[src/rtl/sar_pkg.sv]
// Shared constants and types for the converter serial readout link
package sar_pkg;

  // ****************************************************************
  // Frame geometry
  // ****************************************************************
  localparam int FRAME_CLKS    = 16;
  localparam int SHIFT_BITS    = 15;
  localparam int PD_FIRST_FALL = 2;
  localparam int PD_LAST_FALL  = 10;
  localparam int DEFAULT_RES   = 12;

  // ****************************************************************
  // Timing
  // ****************************************************************
  localparam int CLK_PERIOD_NS        = 5;
  localparam int ACQUIRE_WINDOW_NS    = 60;
  localparam int BUS_IDLE_GAP_NS      = 4;
  localparam int ACQUIRE_WINDOW_CYC   = (ACQUIRE_WINDOW_NS + CLK_PERIOD_NS - 1) / CLK_PERIOD_NS;
  localparam int BUS_IDLE_GAP_CYC     = (BUS_IDLE_GAP_NS + CLK_PERIOD_NS - 1) / CLK_PERIOD_NS;
  // Acquisition and idle gap are not overlapped, trading a little rate for margin
  localparam int QUIET_CYC            = ACQUIRE_WINDOW_CYC + BUS_IDLE_GAP_CYC;
  localparam int SCLK_HALF_CYC        = 5;

  // ****************************************************************
  // Reset values
  // ****************************************************************
  localparam logic [15:0] WORD_RESET = 16'h0000;
  localparam logic [4:0]  COUNT_RESET = 5'h00;

  // ****************************************************************
  // Types
  // ****************************************************************
  typedef enum logic [1:0] {
    SAR_PWR_NORMAL,
    SAR_PWR_PARTIAL,
    SAR_PWR_FULL
  } sar_pwr_e;

  typedef enum logic [2:0] {
    SAR_H_IDLE,
    SAR_H_SETUP,
    SAR_H_LOW,
    SAR_H_HIGH,
    SAR_H_END,
    SAR_H_QUIET
  } sar_hst_e;

endpackage

[src/rtl/sar_link_if.sv]
// Serial link between the converter end and its host
`timescale 1ns/1ps
interface sar_link_if;
  logic sel_n;
  logic sclk;
  logic serial_result_out;
  logic serial_result_oe_n;
  logic data_line;

  // Released line reads low, as with a weak pull-down
  assign data_line = serial_result_oe_n ? 1'b0 : serial_result_out;

  modport dev (
    input  sel_n,
    input  sclk,
    output serial_result_out,
    output serial_result_oe_n
  );

  modport host (
    output sel_n,
    output sclk,
    input  data_line,
    input  serial_result_oe_n
  );
endinterface

[src/rtl/sar_dev.sv]
// Converter end: framed conversion, serial result shift-out and power modes
`timescale 1ns/1ps

module sar_dev #(
  parameter int RES = sar_pkg::DEFAULT_RES
) (
  // Clock and reset
  input  wire logic               ref_clk_i,
  input  wire logic               reset_i,
  // Serial link
  sar_link_if.dev                 link,
  // Analog stand-in, sampled at frame start
  input  wire logic [RES-1:0]     sample_i,
  // Conversion results
  output      logic [RES-1:0]     result_o,
  output      logic               result_valid_o,
  output      logic               conv_abort_o,
  // Status
  output      logic               track_o,
  output      sar_pkg::sar_pwr_e  pwr_mode_o
);

  // ****************************************************************
  // Frame constants
  // ****************************************************************
  localparam int          PAD       = sar_pkg::SHIFT_BITS - 1 - RES;
  localparam logic [4:0]  CONV_L    = 5'(RES + 2);
  localparam logic [4:0]  TRACK_L   = 5'(RES + 1);
  localparam logic [4:0]  LAST_L    = 5'(sar_pkg::FRAME_CLKS - 1);
  localparam logic [4:0]  FRAME_L   = 5'(sar_pkg::FRAME_CLKS);
  localparam logic [4:0]  PD_LO_L   = 5'(sar_pkg::PD_FIRST_FALL);
  localparam logic [4:0]  PD_HI_L   = 5'(sar_pkg::PD_LAST_FALL);

  // ****************************************************************
  // Pin synchronisers and edge detection
  // ****************************************************************
  logic [1:0] sel_sync_q;
  logic [1:0] sclk_sync_q;
  logic       sel_prev_q;
  logic       sclk_prev_q;
  logic       sel_s;
  logic       sclk_s;
  logic       sel_fall;
  logic       sel_rise;
  logic       sclk_fall;
  logic       sclk_rise;

  always_ff @(posedge ref_clk_i or posedge reset_i) begin
    if (reset_i) begin
      sel_sync_q  <= 2'h3;
      sclk_sync_q <= 2'h3;
      sel_prev_q  <= 1'b1;
      sclk_prev_q <= 1'b1;
    end else begin
      sel_sync_q  <= {sel_sync_q[0], link.sel_n};
      sclk_sync_q <= {sclk_sync_q[0], link.sclk};
      sel_prev_q  <= sel_s;
      sclk_prev_q <= sclk_s;
    end
  end

  assign sel_s     = sel_sync_q[1];
  assign sclk_s    = sclk_sync_q[1];
  assign sel_fall  = sel_prev_q && !sel_s;
  assign sel_rise  = !sel_prev_q && sel_s;
  assign sclk_fall = sclk_prev_q && !sclk_s;
  assign sclk_rise = !sclk_prev_q && sclk_s;

  // ****************************************************************
  // Frame state and falling edge count
  // ****************************************************************
  logic       active_q;
  logic [4:0] fcnt_q;
  logic       fall_adv;
  logic       rise_seen;

  // Clock edges outside a frame, or past the 16th fall, do nothing
  assign fall_adv  = active_q && !sel_fall && sclk_fall && (fcnt_q != FRAME_L);
  assign rise_seen = active_q && !sel_fall && sclk_rise;

  always_ff @(posedge ref_clk_i or posedge reset_i) begin
    if (reset_i) begin
      active_q <= 1'b0;
    end else if (sel_fall) begin
      active_q <= 1'b1;
    end else if (sel_rise) begin
      active_q <= 1'b0;
    end
  end

  always_ff @(posedge ref_clk_i or posedge reset_i) begin
    if (reset_i) begin
      fcnt_q <= sar_pkg::COUNT_RESET;
    end else if (sel_fall) begin
      fcnt_q <= sar_pkg::COUNT_RESET;
    end else if (fall_adv) begin
      fcnt_q <= fcnt_q + 5'h01;
    end
  end

  // ****************************************************************
  // Result shifter
  // ****************************************************************
  logic [sar_pkg::SHIFT_BITS-1:0] sh_q;
  logic                           sdo_q;
  logic                           oe_n_q;
  logic [RES-1:0]                 held_q;

  always_ff @(posedge ref_clk_i or posedge reset_i) begin
    if (reset_i) begin
      sh_q  <= '0;
      sdo_q <= 1'b0;
    end else if (sel_fall) begin
      // Second leading zero, result, then trailing zeros
      sh_q  <= sar_pkg::SHIFT_BITS'({1'b0, sample_i}) << PAD;
      sdo_q <= 1'b0;
    end else if (fall_adv) begin
      sh_q  <= {sh_q[sar_pkg::SHIFT_BITS-2:0], 1'b0};
      sdo_q <= sh_q[sar_pkg::SHIFT_BITS-1];
    end
  end

  always_ff @(posedge ref_clk_i or posedge reset_i) begin
    if (reset_i) begin
      held_q <= '0;
    end else if (sel_fall) begin
      held_q <= sample_i;
    end
  end

  always_ff @(posedge ref_clk_i or posedge reset_i) begin
    if (reset_i) begin
      oe_n_q <= 1'b1;
    end else if (sel_fall) begin
      oe_n_q <= 1'b0;
    end else if (sel_rise) begin
      oe_n_q <= 1'b1;
    end else if (fall_adv && fcnt_q == LAST_L) begin
      oe_n_q <= 1'b1;
    end
  end

  // ****************************************************************
  // Sample stage
  // ****************************************************************
  logic track_q;

  always_ff @(posedge ref_clk_i or posedge reset_i) begin
    if (reset_i) begin
      track_q <= 1'b1;
    end else if (sel_fall) begin
      track_q <= 1'b0;
    end else if (rise_seen && fcnt_q == TRACK_L) begin
      track_q <= 1'b1;
    end else if (sel_rise) begin
      // Aborted frame must not leave the stage stuck in hold
      track_q <= 1'b1;
    end
  end

  // ****************************************************************
  // Conversion completion and abort
  // ****************************************************************
  logic                  done_q;
  logic                  abort_q;
  logic [RES-1:0]        result_q;
  sar_pkg::sar_pwr_e     pwr_q;
  sar_pkg::sar_pwr_e     start_pwr_q;

  always_ff @(posedge ref_clk_i or posedge reset_i) begin
    if (reset_i) begin
      done_q   <= 1'b0;
      result_q <= '0;
    end else begin
      // Dummy wake-up frames still load result_o but raise no result_valid_o
      done_q <= fall_adv && (fcnt_q == CONV_L - 5'h01) &&
                (start_pwr_q == sar_pkg::SAR_PWR_NORMAL);
      if (fall_adv && fcnt_q == CONV_L - 5'h01) begin
        result_q <= held_q;
      end
    end
  end

  always_ff @(posedge ref_clk_i or posedge reset_i) begin
    if (reset_i) begin
      abort_q <= 1'b0;
    end else begin
      abort_q <= active_q && sel_rise && (fcnt_q < CONV_L);
    end
  end

  // ****************************************************************
  // Power modes
  // ****************************************************************
  always_ff @(posedge ref_clk_i or posedge reset_i) begin
    if (reset_i) begin
      start_pwr_q <= sar_pkg::SAR_PWR_NORMAL;
    end else if (sel_fall) begin
      start_pwr_q <= pwr_q;
    end
  end

  always_ff @(posedge ref_clk_i or posedge reset_i) begin
    if (reset_i) begin
      pwr_q <= sar_pkg::SAR_PWR_NORMAL;
    end else if (fall_adv && fcnt_q == PD_HI_L - 5'h01) begin
      pwr_q <= sar_pkg::SAR_PWR_NORMAL;
    end else if (active_q && sel_rise && fcnt_q < PD_HI_L) begin
      if (start_pwr_q != sar_pkg::SAR_PWR_NORMAL) begin
        // No glitch guard when going to full power-down
        pwr_q <= sar_pkg::SAR_PWR_FULL;
      end else if (fcnt_q >= PD_LO_L) begin
        pwr_q <= sar_pkg::SAR_PWR_PARTIAL;
      end
    end
  end

  // ****************************************************************
  // Outputs
  // ****************************************************************
  assign link.serial_result_out  = sdo_q;
  assign link.serial_result_oe_n = oe_n_q;
  assign result_o                = result_q;
  assign result_valid_o          = done_q;
  assign conv_abort_o            = abort_q;
  assign track_o                 = track_q;
  assign pwr_mode_o              = pwr_q;

endmodule

[src/flat_wrapper.sv]
// flat-port wrapper written by rule: the top's interface ports become plain ports
module sar_dev_flat 
#(
  parameter int RES = sar_pkg::DEFAULT_RES
)
  (ref_clk_i, reset_i, sample_i, result_o, result_valid_o, conv_abort_o, track_o, pwr_mode_o, link_sel_n, link_sclk, link_serial_result_out, link_serial_result_oe_n);
  sar_link_if link_i ();
  input  wire logic ref_clk_i;
  input  wire logic reset_i;
  input  wire logic [RES-1:0] sample_i;
  output      logic [RES-1:0] result_o;
  output      logic result_valid_o;
  output      logic conv_abort_o;
  output      logic track_o;
  output      sar_pkg::sar_pwr_e pwr_mode_o;
  input wire logic [$bits(link_i.sel_n)-1:0] link_sel_n;
  input wire logic [$bits(link_i.sclk)-1:0] link_sclk;
  output wire logic [$bits(link_i.serial_result_out)-1:0] link_serial_result_out;
  output wire logic [$bits(link_i.serial_result_oe_n)-1:0] link_serial_result_oe_n;
  assign link_i.sel_n = link_sel_n;
  assign link_i.sclk = link_sclk;
  assign link_serial_result_out = link_i.serial_result_out;
  assign link_serial_result_oe_n = link_i.serial_result_oe_n;
  sar_dev #(.RES(RES)) u_core (.ref_clk_i(ref_clk_i), .reset_i(reset_i), .link(link_i), .sample_i(sample_i), .result_o(result_o), .result_valid_o(result_valid_o), .conv_abort_o(conv_abort_o), .track_o(track_o), .pwr_mode_o(pwr_mode_o));
endmodule
[config.mk]
export PLATFORM = sky130hd
export DESIGN_NAME = sar_dev_flat
export DESIGN_NICKNAME = d
export VERILOG_FILES = /design/src/rtl/sar_pkg.sv /design/src/rtl/sar_link_if.sv /design/src/rtl/sar_dev.sv /design/src/flat_wrapper.sv
export SDC_FILE = /design/constraint.sdc
export NUM_CORES = 1
export LEC_CHECK = 0
export BUFFER_PORTS_ARGS = -buffer_cell sky130_fd_sc_hd__buf_4
export CAP_MARGIN = 10
export CORE_MARGIN = 4
export CORE_UTILIZATION = 50
export CTS_BUF_LIST = sky130_fd_sc_hd__clkbuf_2
export CTS_CLUSTER_DIAMETER = 50
export DETAILED_ROUTE_END_ITERATION = 10
export GPL_ROUTABILITY_DRIVEN = 0
export PLACE_DENSITY = 0.76
export SLEW_MARGIN = 10
export SYNTH_ARGS = -nofsm -noshare
export SYNTH_HDL_FRONTEND = slang
export SYNTH_SLANG_ARGS = --single-unit
[constraint.sdc]
create_clock -name ref_clk_i -period 2.4 [get_ports ref_clk_i]
set_input_delay 0.48 -clock ref_clk_i [delete_from_list [all_inputs] [get_ports ref_clk_i]]
set_output_delay 0.48 -clock ref_clk_i [all_outputs]
set_load 0.01 [all_outputs]
==> impl_metrics.json <==
{
  "maxSlewViolCount": 0,
  "synthArstFlopShare": 1.00,
  "total_switching_power_w": 0.000541,
  "yosys_warnings": 0,
  "insertedDiodeCount": 0,
  "setup.worst_path.start_class": "flop",
  "startpoint": "u_core.sel_sync_q[1]$_DFF_PP1_",
  "power.static_leakage_nw": 1.35,
  "routed_wire_length_per_instance_um": 13.5,
  "setup_total_negative_slack_ns": 0,
  "cell_breakdown_of_the_critical_path": "inv_1 -> ha_1 -> and4bb_4 -> o31a_2 -> mux2i_1 -> o21ai_0",
  "clock_path_buffers": 2,
  "synth_common_cells": "50 x sky130_fd_sc_hd__dfrtp_1, 26 x sky130_fd_sc_hd__o21ai_0, 19 x sky130_fd_sc_hd__inv_1",
  "overall_via_count_from_detail_route": 1519,
  "htree_num_levels": 3,
  "yosys.cell_types.count": 34,
  "clk_pin_slew_worst_paths_ns": 0.16,
  "clock_latency_ns": 0.46,
  "maxCapViolCount": 0,
  "fp.dieArea_sq_um": 6020,
  "clock_sink_count": 58,
  "cts_hold_buffers_added": 0,
  "drt_pre_antenna_iters": 4,
  "finalWirelength_mm": 3.97,
  "preCtsSetupSlack_ns": 0.304,
  "postRouteAntennaNets": 0,
  "hold_violations": 0,
  "hold_path_class": "in2async",
  "die_x_um": 77.6,
  "grt_first_pass_wirelength_mm": 6.80,
  "min_period_over_period": 0.869,
  "clockRootBuffer": "sky130_fd_sc_hd__clkbuf_2",
  "ys.flop_type": "sky130_fd_sc_hd__dfrtp_1",
  "run_status": "finished clean",
  "first_global_vias": 1449,
  "yosysTopAreaCell": "sky130_fd_sc_hd__dfrtp_1",
  "finalClockSkew_ns": 0.0174,
  "num_ports": 35,
  "placed_instance_count": 280,
  "power_per_cell_area_nw_per_um2": 676,
  "post_cts.resized_instances": 0,
  "rrSetupSlack_ns": 0.31,
  "critical-path-slowest-cell": "sky130_fd_sc_hd__dfstp_2",
  "synthMostInstantiatedCell": "sky130_fd_sc_hd__dfrtp_1",
  "number_of_buffers_inserted_during_clock_tree_synthesis": 9,
  "netlist_area_sq_um": 2420,
  "p_total_w": 0.00189,
  "seq_power_share": 0.617,
  "starting_density_of_the_core": 0.516,
  "std_cell_rows": 25,
  "numPortBuffers": 34,
  "grt_setup_unrepaired": "no",
  "worst_slew_margin_rel": 0.605,
  "floorplan.die.height_um": 77.6,
  "detailedRoute.firstIterationViolations": 118,
  "max_slew.worst_pin.slew_ns": 0.592,
  "syn-instance-count": 198,
  "synth.avg_cell_area_sq_um": 12.2,
  "cts_tree": "yes",
  "power.clock.fraction": 0.244,
  "internal-power_w": 0.00135,
  "drive_gt1_frac": 0.340,
  "area_delta_synth_final_pct": 15.5,
  "worst-setup-path-type": "reg2reg",
  "cp_max_fo": 19,
  "via_per_inst": 5.15,
  "core_area_sq_um": 4690,
  "fin_cells": 295,
  "irDropWorstVdd_v": 0.000381,
  "max_freq_mhz": 480,
  "yosysSeqAreaShare": 0.604,
  "setup_violations": 0,
  "critical_path.endpoint_type": "flop",
  "syn_nets": 221,
  "final.min_clock_period_ns": 2.09,
  "drcViolationCount": 0,
  "critical_path_required_ns": 2.73,
  "synth_largest_type_area_fraction": 0.517,
  "ys_ff_latch": 58,
  "grt_max_degree": 49,
  "grt_antenna_before_repair": 0,
  "grt_remaining_overflow": 0,
  "place_hpwl_mm": 2.76,
  "gr-usage-all-layers": 0.147,
  "cts_setup_buffers": 0,
  "synth-edff-count": 0,
  "rr_startpoint": "u_core.sel_sync_q[1]$_DFF_PP1_",
  "cp_slowest_stage_delay_ns": 0.57,
  "worst-endpoint-arrival_ns": 2.41,
  "postLayoutSetupSlackWorst_ns": 0.315,
  "synth_top_cells_by_area": "sky130_fd_sc_hd__dfrtp_1 52%, sky130_fd_sc_hd__dfstp_2 8.7%, sky130_fd_sc_hd__mux2_2 7.0%",
  "netSwitchingFraction": 0.286,
  "share_comb_of_total_power": 0.140,
  "nets": 260
}
## path summary, 6_finish.rpt
kind	cells after the start	endpoint
worst min-delay path	2	u_core.result_o[3]$_DFFE_PP0P_
worst max register to register	6	u_core.sh_q[12]$_DFFE_PP0P_
max in group asynchronous	3	u_core.sel_sync_q[0]$_DFF_PP1_
min in group ref_clk_i	1	u_core.sclk_sync_q[0]$_DFF_PP1_
worst max-delay path	6	u_core.sh_q[12]$_DFFE_PP0P_
worst min register to register	0	u_core.sel_sync_q[1]$_DFF_PP1_
## placed cells by master (no fill, tap or decap), types with 2 or more instances in the layout
| cell type | synthesis | routed |
|---|---|---|
| sky130_fd_sc_hd__clkbuf_2 | 0 | 9 |
| sky130_fd_sc_hd__inv_1 | 19 | 18 |
| sky130_fd_sc_hd__nor2_1 | 9 | 9 |
| sky130_fd_sc_hd__and3_2 | 2 | 2 |
| sky130_fd_sc_hd__ha_1 | 7 | 7 |
| sky130_fd_sc_hd__dfrtp_1 | 50 | 50 |
| sky130_fd_sc_hd__mux2i_1 | 14 | 14 |
| sky130_fd_sc_hd__nand2_1 | 13 | 13 |
| sky130_fd_sc_hd__dfstp_2 | 8 | 8 |
| sky130_fd_sc_hd__o21ai_0 | 26 | 26 |
| sky130_fd_sc_hd__clkinvlp_4 | 0 | 2 |
| sky130_fd_sc_hd__buf_4 | 0 | 35 |
| sky130_fd_sc_hd__a21oi_1 | 3 | 3 |
| sky130_fd_sc_hd__nand4_1 | 2 | 2 |
| sky130_fd_sc_hd__o21ai_1 | 2 | 2 |
| sky130_fd_sc_hd__a211oi_1 | 3 | 3 |
| sky130_fd_sc_hd__clkinv_2 | 0 | 4 |
| sky130_fd_sc_hd__and4_1 | 3 | 3 |
| sky130_fd_sc_hd__mux2_2 | 15 | 15 |
## logic make-up (layout without fill, tap and decap cells)
logic type | Yosys count | in the layout | share of synthesized area
DFF | 58 | 58 | 0.604
muxes | 29 | 29 | 0.128
buffers and inverters | 27 | 70 | 0.0522
xor gates and xnor gates | 2 | 2 | 0.00724
AOI/OAI and AO/OA | 36 | 36 | 0.0812
adders and majority gates | 7 | 7 | 0.0362
and+or+nand+nor | 39 | 39 | 0.0915
## through the flow
| stage | utilization | cell area, sq um | hold slack, ns |
|---|---|---|---|
| finish | 0.596 | 2800 | 0.0669 |
| global route | 0.596 | 2800 | 0.0690 |
| CTS | 0.596 | 2800 | 0.0553 |
| detailed placement | 0.579 | 2720 | 0.347 |
| global placement | 0.579 | 2720 | 0.346 |
| floorplan | - | 2420 | 0.345 |
## state kept, by name, indices dropped and copies added (netlist names)
register	count
u_core.fcnt_q	5
u_core.link.serial_result_out	1
u_core.link.serial_result_oe_n	1
u_core.sh_q	13
u_core.sel_prev_q	1
u_core.track_o	1
u_core.held_q	12
u_core.active_q	1
u_core.result_o	12
u_core.sel_sync_q	2
u_core.conv_abort_o	1
u_core.sclk_sync_q	2
u_core.pwr_mode_o	2
u_core.start_pwr_q	2
u_core.sclk_prev_q	1
u_core.result_valid_o	1
## critical path: cells and delay by family, from the launching register on
family          cells  cell delay [ns]
fa+ha+maj           1             0.18
flops               1             0.57
buf+inv             1             0.04
mux                 1             0.25
compound gates      2             0.59
simple gates        1             0.35
## power by group through the flow
stage | sequential (W) | clock, W | combinational (W)
after floorplan | 0.00117 | 0 | 0.000177
after global placement | 0.00118 | 0 | 0.000262
after detailed placement | 0.00118 | 0 | 0.000270
after CTS | 0.00117 | 0.000482 | 0.000270
after global routing | 0.00118 | 0.000529 | 0.000307
final | 0.00116 | 0.000460 | 0.000264
## metal layers
metal	GRT usage	part of all wire	vias up	wire, um
li1	-	-	757	-
met1	0.206	0.48	714	1900
met2	0.207	0.44	37	1770
met3	0.0360	0.048	11	192
met4	0.0854	0.028	0	110
met5	0	0	-	0
## layout make-up
type	count	area, sq um
flip-flops and latches	58	1460
inverters	19	71.3
multi-input cells	113	832
clock buffers	9	45.0
well taps	54	67.6
clock inverters	6	35.0
repair buffers	36	283
fillers	419	1900
(Power assumes the default switching activity.)
